<file path="config.mk">
export PLATFORM = sky130hd
export DESIGN_NAME = audio_modulated_pwm_pair
export DESIGN_NICKNAME = d
export VERILOG_FILES = /design/src/verilog/pwm_pair_pkg.sv /design/src/verilog/audio_modulated_pwm_pair.sv
export VERILOG_INCLUDE_DIRS = /design/src /design/src/verilog
export SDC_FILE = /design/constraint.sdc
export NUM_CORES = 2
export LEC_CHECK = 0
export BUFFER_PORTS_ARGS = -buffer_cell sky130_fd_sc_hd__buf_4
export CAP_MARGIN = 20
export CORE_ASPECT_RATIO = 1.1
export CORE_MARGIN = 5
export CORE_UTILIZATION = 25
export CTS_BUF_LIST = sky130_fd_sc_hd__clkbuf_4 sky130_fd_sc_hd__clkbuf_8
export CTS_CLUSTER_SIZE = 30
export DETAILED_ROUTE_END_ITERATION = 8
export GPL_TIMING_DRIVEN = 1
export PLACE_DENSITY = 0.51
export SKIP_LAST_GASP = 1
export SYNTH_ARGS = -nofsm -noshare
export SYNTH_HDL_FRONTEND = slang
export SYNTH_SLANG_ARGS = --single-unit
</file>
<file path="constraint.sdc">
create_clock -name clk_sys -period 10.9 [get_ports clk_sys]
set_input_delay 2.18 -clock clk_sys [delete_from_list [all_inputs] [get_ports clk_sys]]
set_output_delay 2.18 -clock clk_sys [all_outputs]
set_load 0.03 [all_outputs]
</file>
<file path="src/verilog/pwm_pair_cfg.svh">
// Register offsets, field positions, reset values and timing counts of the PWM pair
`ifndef PWM_PAIR_CFG_SVH
`define PWM_PAIR_CFG_SVH
`define IDX_DRIVE_CTRL 12'h030
`define IDX_LEVEL_ONE 12'h031
`define IDX_LEVEL_TWO 12'h032
`define IDX_RATE 12'h033
`define IDX_PATH_STATUS 12'h034
`define IDX_MIX_FIRST 12'h640
`define IDX_MIX_LAST 12'h64f
`define BIT_ENA_ONE 0
`define BIT_ENA_TWO 1
`define BIT_OVD_ONE 4
`define BIT_OVD_TWO 5
`define POS_CLK_SEL 8
`define RST_LEVEL 10'h100
`define RST_VOLUME 8'h80
`define RATE_ASYNC_MIN 5'h08
`define MAX_ACTIVE_PATHS 4'h6
`define CLK_SEL_LOW 3'h0
`define CLK_SEL_MID 3'h1
`define CLK_SEL_HIGH 3'h2
`define RATE_CHANGE_WAIT_US 125
`define CLK_SYS_MHZ 125
`define RATE_CHANGE_WAIT_CYC (`RATE_CHANGE_WAIT_US * `CLK_SYS_MHZ)
`endif

</file>
<file path="src/verilog/pwm_pair_pkg.sv">
// Types shared by the PWM pair and its bench
package pwm_pair_pkg;
	typedef struct packed {
		logic tick;
		logic [7:0][15:0] sample;
	} audio_in_t;
	typedef struct packed {
		logic hsel;
		logic [31:0] haddr;
		logic [1:0] htrans;
		logic hwrite;
		logic [2:0] hsize;
		logic [31:0] hwdata;
		logic hready;
	} ahb_req_t;
endpackage

</file>
<file path="src/verilog/audio_modulated_pwm_pair.sv">
// Two audio-modulated PWM generators with AHB-Lite register access
`timescale 1ns/1ps
`default_nettype none
`include "pwm_pair_cfg.svh"

// Behaviour
// - two generators, audio or fixed duty
// - four selectable paths with volume each
// - outputs routable to general-purpose pins
// - outputs never feed back as sources
// - mixer fields at indices 0x640-0x64F
// - cycle time equals the sample period
// - each generator runs only when enabled
// - override clear: duty follows mixer
// - override set: duty from override level
// - clock select codes 000/001/010, rest reserved
// - ten-bit level, 0x000 half, 0x200 zero
// - underclocked path enable fails, others unaffected
module audio_modulated_pwm_pair (
	// Clock, reset, enable
	input wire logic clk_sys,
	input wire logic nrst,
	input wire logic ce,
	// AHB-Lite slave
	input wire pwm_pair_pkg::ahb_req_t ahb,
	output logic [31:0] hrdata,
	output logic hreadyout,
	output logic hresp,
	// Audio from core routing
	input wire pwm_pair_pkg::audio_in_t audio,
	// General-purpose pins
	input wire logic [1:0] gpio_pwm_function,
	output logic [1:0] gpio_pwm_out
);
	import pwm_pair_pkg::*;

	////////////////////////////////////////////////////////////////////////////////
	// Registers
	logic [1:0] enable_q;
	logic [1:0] duty_override_q;
	logic [2:0] clk_sel_q;
	logic [4:0] rate_q;
	logic [1:0][9:0] override_duty_level_q;
	logic [1:0][3:0][7:0] mixer_source_select_q;
	logic [1:0][3:0][7:0] mixer_volume_q;
	logic path_rejected_q;
	logic wr_pend_q;
	logic [11:0] wr_idx_q;
	logic [31:0] hrdata_q;

	// Active path count, used for the core clock budget
	function automatic logic [3:0] count_paths(input logic [1:0][3:0][7:0] src);
		logic [3:0] n;
		n = 4'h0;
		for (int g = 0; g < 2; g++)
			for (int p = 0; p < 4; p++)
				if (src[g][p] != 8'h00)
					n = n + 4'h1;
		return n;
	endfunction

	// Divider for the PWM clock tick, zero for reserved codes
	function automatic logic [2:0] tick_div(input logic [2:0] sel);
		unique case (sel)
			`CLK_SEL_LOW: return 3'h4;
			`CLK_SEL_MID: return 3'h2;
			`CLK_SEL_HIGH: return 3'h1;
			default: return 3'h0;
		endcase
	endfunction

	wire addr_ok = ahb.hsel && ahb.htrans[1] && ahb.hready;
	wire [11:0] addr_idx = ahb.haddr[13:2];
	wire in_mix = (wr_idx_q >= `IDX_MIX_FIRST) && (wr_idx_q <= `IDX_MIX_LAST);
	wire mix_gen = wr_idx_q[3];
	wire [1:0] mix_path = wr_idx_q[2:1];
	wire [3:0] paths_now = count_paths(mixer_source_select_q);
	wire path_adds = in_mix && !wr_idx_q[0] && ahb.hwdata[7:0] != 8'h00
		&& mixer_source_select_q[mix_gen][mix_path] == 8'h00;
	wire path_fail = wr_pend_q && path_adds && paths_now >= `MAX_ACTIVE_PATHS;

	// Address phase capture, zero wait state
	always_ff @(posedge clk_sys or negedge nrst)
		if (!nrst)
		begin
			wr_pend_q <= 1'b0;
			wr_idx_q <= 12'h000;
		end
		else if (ce)
		begin
			wr_pend_q <= addr_ok && ahb.hwrite;
			wr_idx_q <= addr_idx;
		end

	// Control writes
	always_ff @(posedge clk_sys or negedge nrst)
		if (!nrst)
		begin
			enable_q <= 2'h0;
			duty_override_q <= 2'h0;
			clk_sel_q <= `CLK_SEL_LOW;
			rate_q <= 5'h00;
			override_duty_level_q <= {2{`RST_LEVEL}};
		end
		else if (ce && wr_pend_q)
		begin
			if (wr_idx_q == `IDX_DRIVE_CTRL)
			begin
				enable_q <= {ahb.hwdata[`BIT_ENA_TWO], ahb.hwdata[`BIT_ENA_ONE]};
				duty_override_q <= {ahb.hwdata[`BIT_OVD_TWO], ahb.hwdata[`BIT_OVD_ONE]};
				clk_sel_q <= ahb.hwdata[`POS_CLK_SEL +: 3];
			end
			if (wr_idx_q == `IDX_LEVEL_ONE)
				override_duty_level_q[0] <= ahb.hwdata[9:0];
			if (wr_idx_q == `IDX_LEVEL_TWO)
				override_duty_level_q[1] <= ahb.hwdata[9:0];
			if (wr_idx_q == `IDX_RATE)
				rate_q <= ahb.hwdata[4:0];
		end

	// Mixer fields; a path that exceeds the clock budget is refused
	always_ff @(posedge clk_sys or negedge nrst)
		if (!nrst)
		begin
			mixer_source_select_q <= '0;
			mixer_volume_q <= {8{`RST_VOLUME}};
		end
		else if (ce && wr_pend_q && in_mix)
		begin
			if (wr_idx_q[0])
				mixer_volume_q[mix_gen][mix_path] <= ahb.hwdata[7:0];
			else if (!path_fail)
				mixer_source_select_q[mix_gen][mix_path] <= ahb.hwdata[7:0];
		end

	// Refused-path flag, write 1 clears, a new refusal wins
	always_ff @(posedge clk_sys or negedge nrst)
		if (!nrst)
			path_rejected_q <= 1'b0;
		else if (ce)
		begin
			if (path_fail)
				path_rejected_q <= 1'b1;
			else if (wr_pend_q && wr_idx_q == `IDX_PATH_STATUS && ahb.hwdata[0])
				path_rejected_q <= 1'b0;
		end

	// Read data prepared in the address phase
	always_ff @(posedge clk_sys or negedge nrst)
		if (!nrst)
			hrdata_q <= 32'h0000_0000;
		else if (ce && addr_ok && !ahb.hwrite)
		begin
			hrdata_q <= 32'h0000_0000;
			if (addr_idx == `IDX_DRIVE_CTRL)
				hrdata_q <= {21'h0, clk_sel_q, 2'h0, duty_override_q, 2'h0, enable_q};
			else if (addr_idx == `IDX_LEVEL_ONE)
				hrdata_q <= {22'h0, override_duty_level_q[0]};
			else if (addr_idx == `IDX_LEVEL_TWO)
				hrdata_q <= {22'h0, override_duty_level_q[1]};
			else if (addr_idx == `IDX_RATE)
				hrdata_q <= {27'h0, rate_q};
			else if (addr_idx == `IDX_PATH_STATUS)
				hrdata_q <= {24'h0, paths_now, 3'h0, path_rejected_q};
			else if (addr_idx >= `IDX_MIX_FIRST && addr_idx <= `IDX_MIX_LAST)
				hrdata_q <= {24'h0, addr_idx[0] ? mixer_volume_q[addr_idx[3]][addr_idx[2:1]]
					: mixer_source_select_q[addr_idx[3]][addr_idx[2:1]]};
		end

	always_ff @(posedge clk_sys or negedge nrst)
		if (!nrst)
		begin
			hreadyout <= 1'b0;
			hresp <= 1'b0;
		end
		else
		begin
			hreadyout <= 1'b1;
			hresp <= 1'b0;
		end
	assign hrdata = hrdata_q;

	////////////////////////////////////////////////////////////////////////////////
	// Mixers: source 0 is silence, 1-8 pick a routed sample, volume 0x80 is unity
	function automatic logic [9:0] mix(input logic [3:0][7:0] src, input logic [3:0][7:0] vol,
		input logic [7:0][15:0] smp);
		logic signed [25:0] acc;
		logic signed [15:0] s;
		acc = 26'sh0;
		for (int p = 0; p < 4; p++)
		begin
			s = (src[p] >= 8'h01 && src[p] <= 8'h08) ? smp[3'(src[p] - 8'h01)] : 16'sh0;
			acc = acc + 26'(s * $signed({1'b0, vol[p]}));
		end
		acc = acc >>> 7;
		if (acc > 26'sh7fff)
			acc = 26'sh7fff;
		else if (acc < -26'sh8000)
			acc = -26'sh8000;
		return acc[15:6];
	endfunction

	////////////////////////////////////////////////////////////////////////////////
	// Generators
	logic [2:0] div_cnt_q;
	wire [2:0] div = tick_div(clk_sel_q);
	wire pwm_tick = div != 3'h0 && div_cnt_q == div - 3'h1;

	always_ff @(posedge clk_sys or negedge nrst)
		if (!nrst)
			div_cnt_q <= 3'h0;
		else if (ce)
			div_cnt_q <= pwm_tick || div == 3'h0 ? 3'h0 : div_cnt_q + 3'h1;

	logic [1:0][11:0] cnt_q;
	logic [1:0][11:0] thresh_q;
	logic [1:0] pwm_q;

	for (genvar g = 0; g < 2; g++)
	begin : gen
		wire [9:0] level = duty_override_q[g] ? override_duty_level_q[g]
			: mix(mixer_source_select_q[g], mixer_volume_q[g], audio.sample);
		wire [9:0] offset = level ^ 10'h200;

		always_ff @(posedge clk_sys or negedge nrst)
			if (!nrst)
			begin
				cnt_q[g] <= 12'h000;
				thresh_q[g] <= 12'h000;
			end
			else if (ce)
			begin
				if (!enable_q[g])
					cnt_q[g] <= 12'h000;
				else if (audio.tick)
				begin
					cnt_q[g] <= 12'h000;
					thresh_q[g] <= 12'({2'h0, offset} << clk_sel_q[1:0]) >> 2;
				end
				else if (pwm_tick && cnt_q[g] != 12'hfff)
					cnt_q[g] <= cnt_q[g] + 12'h001;
			end

		always_ff @(posedge clk_sys or negedge nrst)
			if (!nrst)
				pwm_q[g] <= 1'b0;
			else if (ce)
				pwm_q[g] <= enable_q[g] && !audio.tick && cnt_q[g] < thresh_q[g];

		always_ff @(posedge clk_sys or negedge nrst)
			if (!nrst)
				gpio_pwm_out[g] <= 1'b0;
			else if (ce)
				gpio_pwm_out[g] <= gpio_pwm_function[g] && pwm_q[g];

		dis_low_a: assert property (@(posedge clk_sys) disable iff (!nrst)
			ce && !enable_q[g] |=> !pwm_q[g])
			else $error("disabled generator drives high");
		cnt_hold_a: assert property (@(posedge clk_sys) disable iff (!nrst)
			ce && !enable_q[g] |=> cnt_q[g] == 12'h000)
			else $error("disabled counter not reset");
		cycle_start_a: assert property (@(posedge clk_sys) disable iff (!nrst)
			ce && enable_q[g] && audio.tick |=> cnt_q[g] == 12'h000)
			else $error("cycle did not restart on sample");
		duty_latch_a: assert property (@(posedge clk_sys) disable iff (!nrst)
			ce && !audio.tick |=> $stable(thresh_q[g]))
			else $error("duty changed mid cycle");
		gpio_route_a: assert property (@(posedge clk_sys) disable iff (!nrst)
			ce && !gpio_pwm_function[g] |=> !gpio_pwm_out[g])
			else $error("pin driven while not routed");
		zero_duty_a: assert property (@(posedge clk_sys) disable iff (!nrst)
			ce && audio.tick && enable_q[g] && duty_override_q[g] && override_duty_level_q[g] == 10'h200
			|=> thresh_q[g] == 12'h000)
			else $error("level 0x200 not zero duty");
		ovd_level_a: assert property (@(posedge clk_sys) disable iff (!nrst)
			ce && audio.tick && enable_q[g] && clk_sel_q == `CLK_SEL_HIGH && duty_override_q[g]
			|=> thresh_q[g] == {2'h0, $past(override_duty_level_q[g]) ^ 10'h200})
			else $error("override level not used");
	end

	reject_keep_a: assert property (@(posedge clk_sys) disable iff (!nrst)
		path_fail && ce |=> path_rejected_q && $stable(mixer_source_select_q))
		else $error("refused path changed sources");
	budget_a: assert property (@(posedge clk_sys) disable iff (!nrst)
		paths_now <= `MAX_ACTIVE_PATHS)
		else $error("active paths exceed budget");
endmodule
`default_nettype wire

</file>
==> out/qor.txt <==
worst reg-to-reg setup slack - 0.45 ns
Nets - 8067
Cell variety after synth - 82
htree depth - 2
reg2reg path depth - 34
Crit path required time - 11.42 ns
crit path launch type - input port
grt total ovfl - 0
Power Internal - 1.696 mW
worst min path class - reg2reg
CP max FO - 7
PortBufs - 174
post-synth top area share - 37.00%
Final Hold Fails - 0
Clock Latency Late Sink - 0.68 ns
Max stage delay on crit path - 0.56 ns
DRT Wirelength - 206.4 mm
Switching Power - 716.0 µW
post-place setup slack - -0.9191 ns
R2R Path Start - mixer_source_select_q[57]$_DFFE_PN0P_
root buffer cell - clkbuf_8
clock share of power - 41.9%
largest net degree at the start of global routing - 179
instance count of the mapped netlist - 5966
GPL Wtd Cong - 0.9440
leakage - 33.00 nW
Clock Tree Buf Depth - 3
vias in the first global route - 49.94k
wire length per cell - 21.57 µm
CTS tree - built
Filler cells - 24.45k
mean area per synthesized cell - 9.830 µm²
CP startpoint - audio[70]
cell area after synthesis - 58640 µm²
final setup fails - 0
Starting Density - 25.12%
Vias/cell - 4.762
Crit path depth - 33
core area - 233400 µm²
Worst Setup End Kind - flip-flop
status - completed
slew at the pin closest to its max-slew limit - 1.104 ns
initial antenna violation count - 26
CP bufs+invs - 10
Post-DRT Antenna Nets - 0
die footprint - 244400 µm²
GR Util All Layers - 17.00%
detailed-route via count - 45.58k
largest cells by area after synthesis - fa_1, mux4_2, dfrtp_1
Sw Share - 29.69%
FF-to-FF End - thresh_q[13]$_DFFE_PN0P_
synthesis-stage register bit count - 237
clock skew - 0.1044 ns
total power - 2.412 mW
sequential fraction of the synthesis area - 10.13%
final slew viol count - 0
Seq pwr share - 39.1%
worst hold slack - 0.4869 ns
Combinational Power Share - 19.0%
hold_sp - hrdata[9]$_DFFE_PN0P_
DRC Markers - 0
Slowest cell on crit path - fa_1
number of CTS-inserted buffers - 44
CTS clock-pin slew for the worst setup and hold paths - 0.06 ns
Critical Path AT - 11.09 ns
Final period util - 96.98%
die height - 518.0 µm
Max Clock Freq - 94.60 MHz
post-route minimum period - 10.57 ns
Layout area overhead - 16.39%
dominant cell type by area after synthesis - fa_1
top-level port count - 242
dpl hpwl - 170.9 mm
fin area - 68260 µm²
Worst Setup EP - thresh_q[13]$_DFFE_PN0P_
Final WS setup - 0.3286 ns
ys async rst share - 100.0%
Core Rows - 186
FF/Latch Area - 5953 µm²
Die X - 471.8 µm
max-cap violations - 0
TritonRoute pass-1 iters - 6
Pwr Density - 35.33 nW/µm²
Post-DP Area - 67060 µm²
worst vdd ir - 0.07610 mV
dominant synthesized flop cell - dfrtp_1
hold_buf cts - 0
layout cells sized above 1 - 19.57%
cell family with most CP delay - adder cells
initial DRC count - 3388
first-pass GRT wire length - 315.9 mm
number of synthesized flops with an enable pin - 0
Slew headroom - 25.84%
Multi-input gate area - 46860 µm²
Ys Warns - 0
crit path kind - in2reg
CP most frequent cell - fa_1
Sink Count - 237
setup TNS - 0 ns
-- cells in the final DEF, fill, tap and decap left out, types with 7 or more instances in the layout --
cell type / netlist / routed
or4_1: 8 / 8
dfstp_2: 10 / 10
a21o_1: 32 / 31
clkbuf_4: 0 / 16
xnor2_1: 73 / 68
buf_4: 22 / 611
a31oi_1: 11 / 11
mux2i_1: 18 / 18
inv_1: 1340 / 1340
mux2_2: 160 / 160
nand4_1: 14 / 14
nor3_1: 30 / 30
nand2_1: 852 / 852
mux4_2: 297 / 297
nor2b_1: 16 / 16
o22ai_1: 10 / 9
clkbuf_8: 0 / 54
fa_1: 1084 / 1084
dfrtp_2: 0 / 8
a21oi_1: 205 / 197
nand3_2: 6 / 7
or3_1: 11 / 11
nor4_1: 12 / 9
nand2b_1: 16 / 16
a21oi_2: 0 / 7
nand3_1: 33 / 32
dfrtp_1: 227 / 219
ha_1: 357 / 356
and3_1: 11 / 11
o21ai_0: 62 / 59
nor3b_1: 8 / 8
conb_1: 2 / 23
a211oi_1: 12 / 10
diode_2: 0 / 14
o221ai_1: 15 / 15
nor2_1: 79 / 79
xor2_1: 37 / 37
buf_12: 0 / 43
and2_1: 545 / 545
-- flip-flops by register name (all words and copies together), names as in the netlist --
register               cells
enable_q                   2
wr_idx_q                  12
mixer_source_select_q     64
rate_q                     5
override_duty_level_q     20
clk_sel_q                  3
hrdata                    11
gpio_pwm_out               2
pwm_q                      2
wr_pend_q                  1
cnt_q                     24
mixer_volume_q            64
thresh_q                  20
duty_override_q            2
div_cnt_q                  3
path_rejected_q            1
hreadyout                  1
-- worst min-delay path, stage by stage (launching register included) --
cell and delay, ns:
dfrtp_1 0.34, nand2_1 0.06, o31ai_1 0.06
-- metrics by stage --
stage | std cells | util [%]
4_1_cts | 9555 | 29.17
3_5_place_dp | 9475 | 28.73
6_report | 9570 | 29.24
5_1_grt | 9563 | 29.23
3_3_place_gp | 9475 | 28.73
2_1_floorplan | 5987 | -
-- synthesized netlist by cell type, types with 11 or more instances --
cell type  number
dfrtp_1       227
xnor2_1        73
or3_1          11
nand4_1        14
a21o_1         32
nor3_1         30
nand2_1       852
o221ai_1       15
a31oi_1        11
o21ai_0        62
fa_1         1084
ha_1          357
a21oi_1       205
clkbuf_1      195
and3_1         11
mux4_2        297
nor2b_1        16
nand2b_1       16
mux2i_1        18
a211oi_1       12
nor2_1         79
buf_1          51
buf_4          22
nor4_1         12
inv_1        1340
mux2_2        160
and2_1        545
nand3_1        33
xor2_1         37
-- power groups by stage --
stage               Combinational [mW]  Sequential (mW)  Clock, mW
floorplan                        0.228            0.949          0
global placement                 0.443            0.959          0
detailed placement               0.451            0.960          0
CTS                              0.453            0.945       1.04
global route                     0.491            0.948       1.07
finish                           0.458            0.944       1.01
-- layout make-up --
cell class              instances  share of cell area [%]
clock inverters                10                  0.2291
inverters                    1341                   7.374
flip-flops and latches        237                   8.722
multi-input cells            4140                   68.65
well taps                    3102                   5.686
repair buffers                656                   8.025
clock buffers                  70                   1.265
diodes                         14                 0.05133
-- repair_timing --
item                                    CTS  global route
buffers inserted                          0             0
endpoints found under the setup margin   10            11
pin swaps                                 0             2
resized for setup                         2            28
-- layer usage --
layer	share of wire, %	vias up	GRT usage [%]
li1	-	19540	-
met1	39	23750	21.27
met2	48	1731	28.74
met3	6.8	539	2.601
met4	6.0	14	8.137
met5	0.037	-	0
-- worst min-delay path by stage --
stage | slack [ns] | cells after the start | to
3_3_place_gp | 0.47 | 2 | hrdata[10]$_DFFE_PN0P_
5_1_grt | 0.52 | 1 | mixer_volume_q[48]$_DFFE_PN0P_
4_1_cts | 0.50 | 2 | thresh_q[15]$_DFFE_PN0P_
6_report | 0.49 | 2 | hrdata[9]$_DFFE_PN0P_
2_1_floorplan | 0.46 | 2 | thresh_q[15]$_DFFE_PN0P_
3_5_place_dp | 0.48 | 2 | hrdata[9]$_DFFE_PN0P_
-- cells by family (layout without fill, tap and decap cells) --
family / after synthesis / count (layout) / share of synthesized area (%)
AO/OA/AOI/OAI: 424 / 424 / 4.451
XOR/XNOR: 112 / 112 / 1.722
adder cells (fa/ha/maj): 1441 / 1441 / 44.62
buffers and inverters: 1610 / 2077 / 10.45
flip-flops: 237 / 237 / 10.13
multiplexers: 475 / 475 / 14.79
other: 2 / 37 / 0.01281
AND/OR/NAND/NOR: 1665 / 1665 / 13.83
Note: power is estimated with default switching activity, not from simulation.
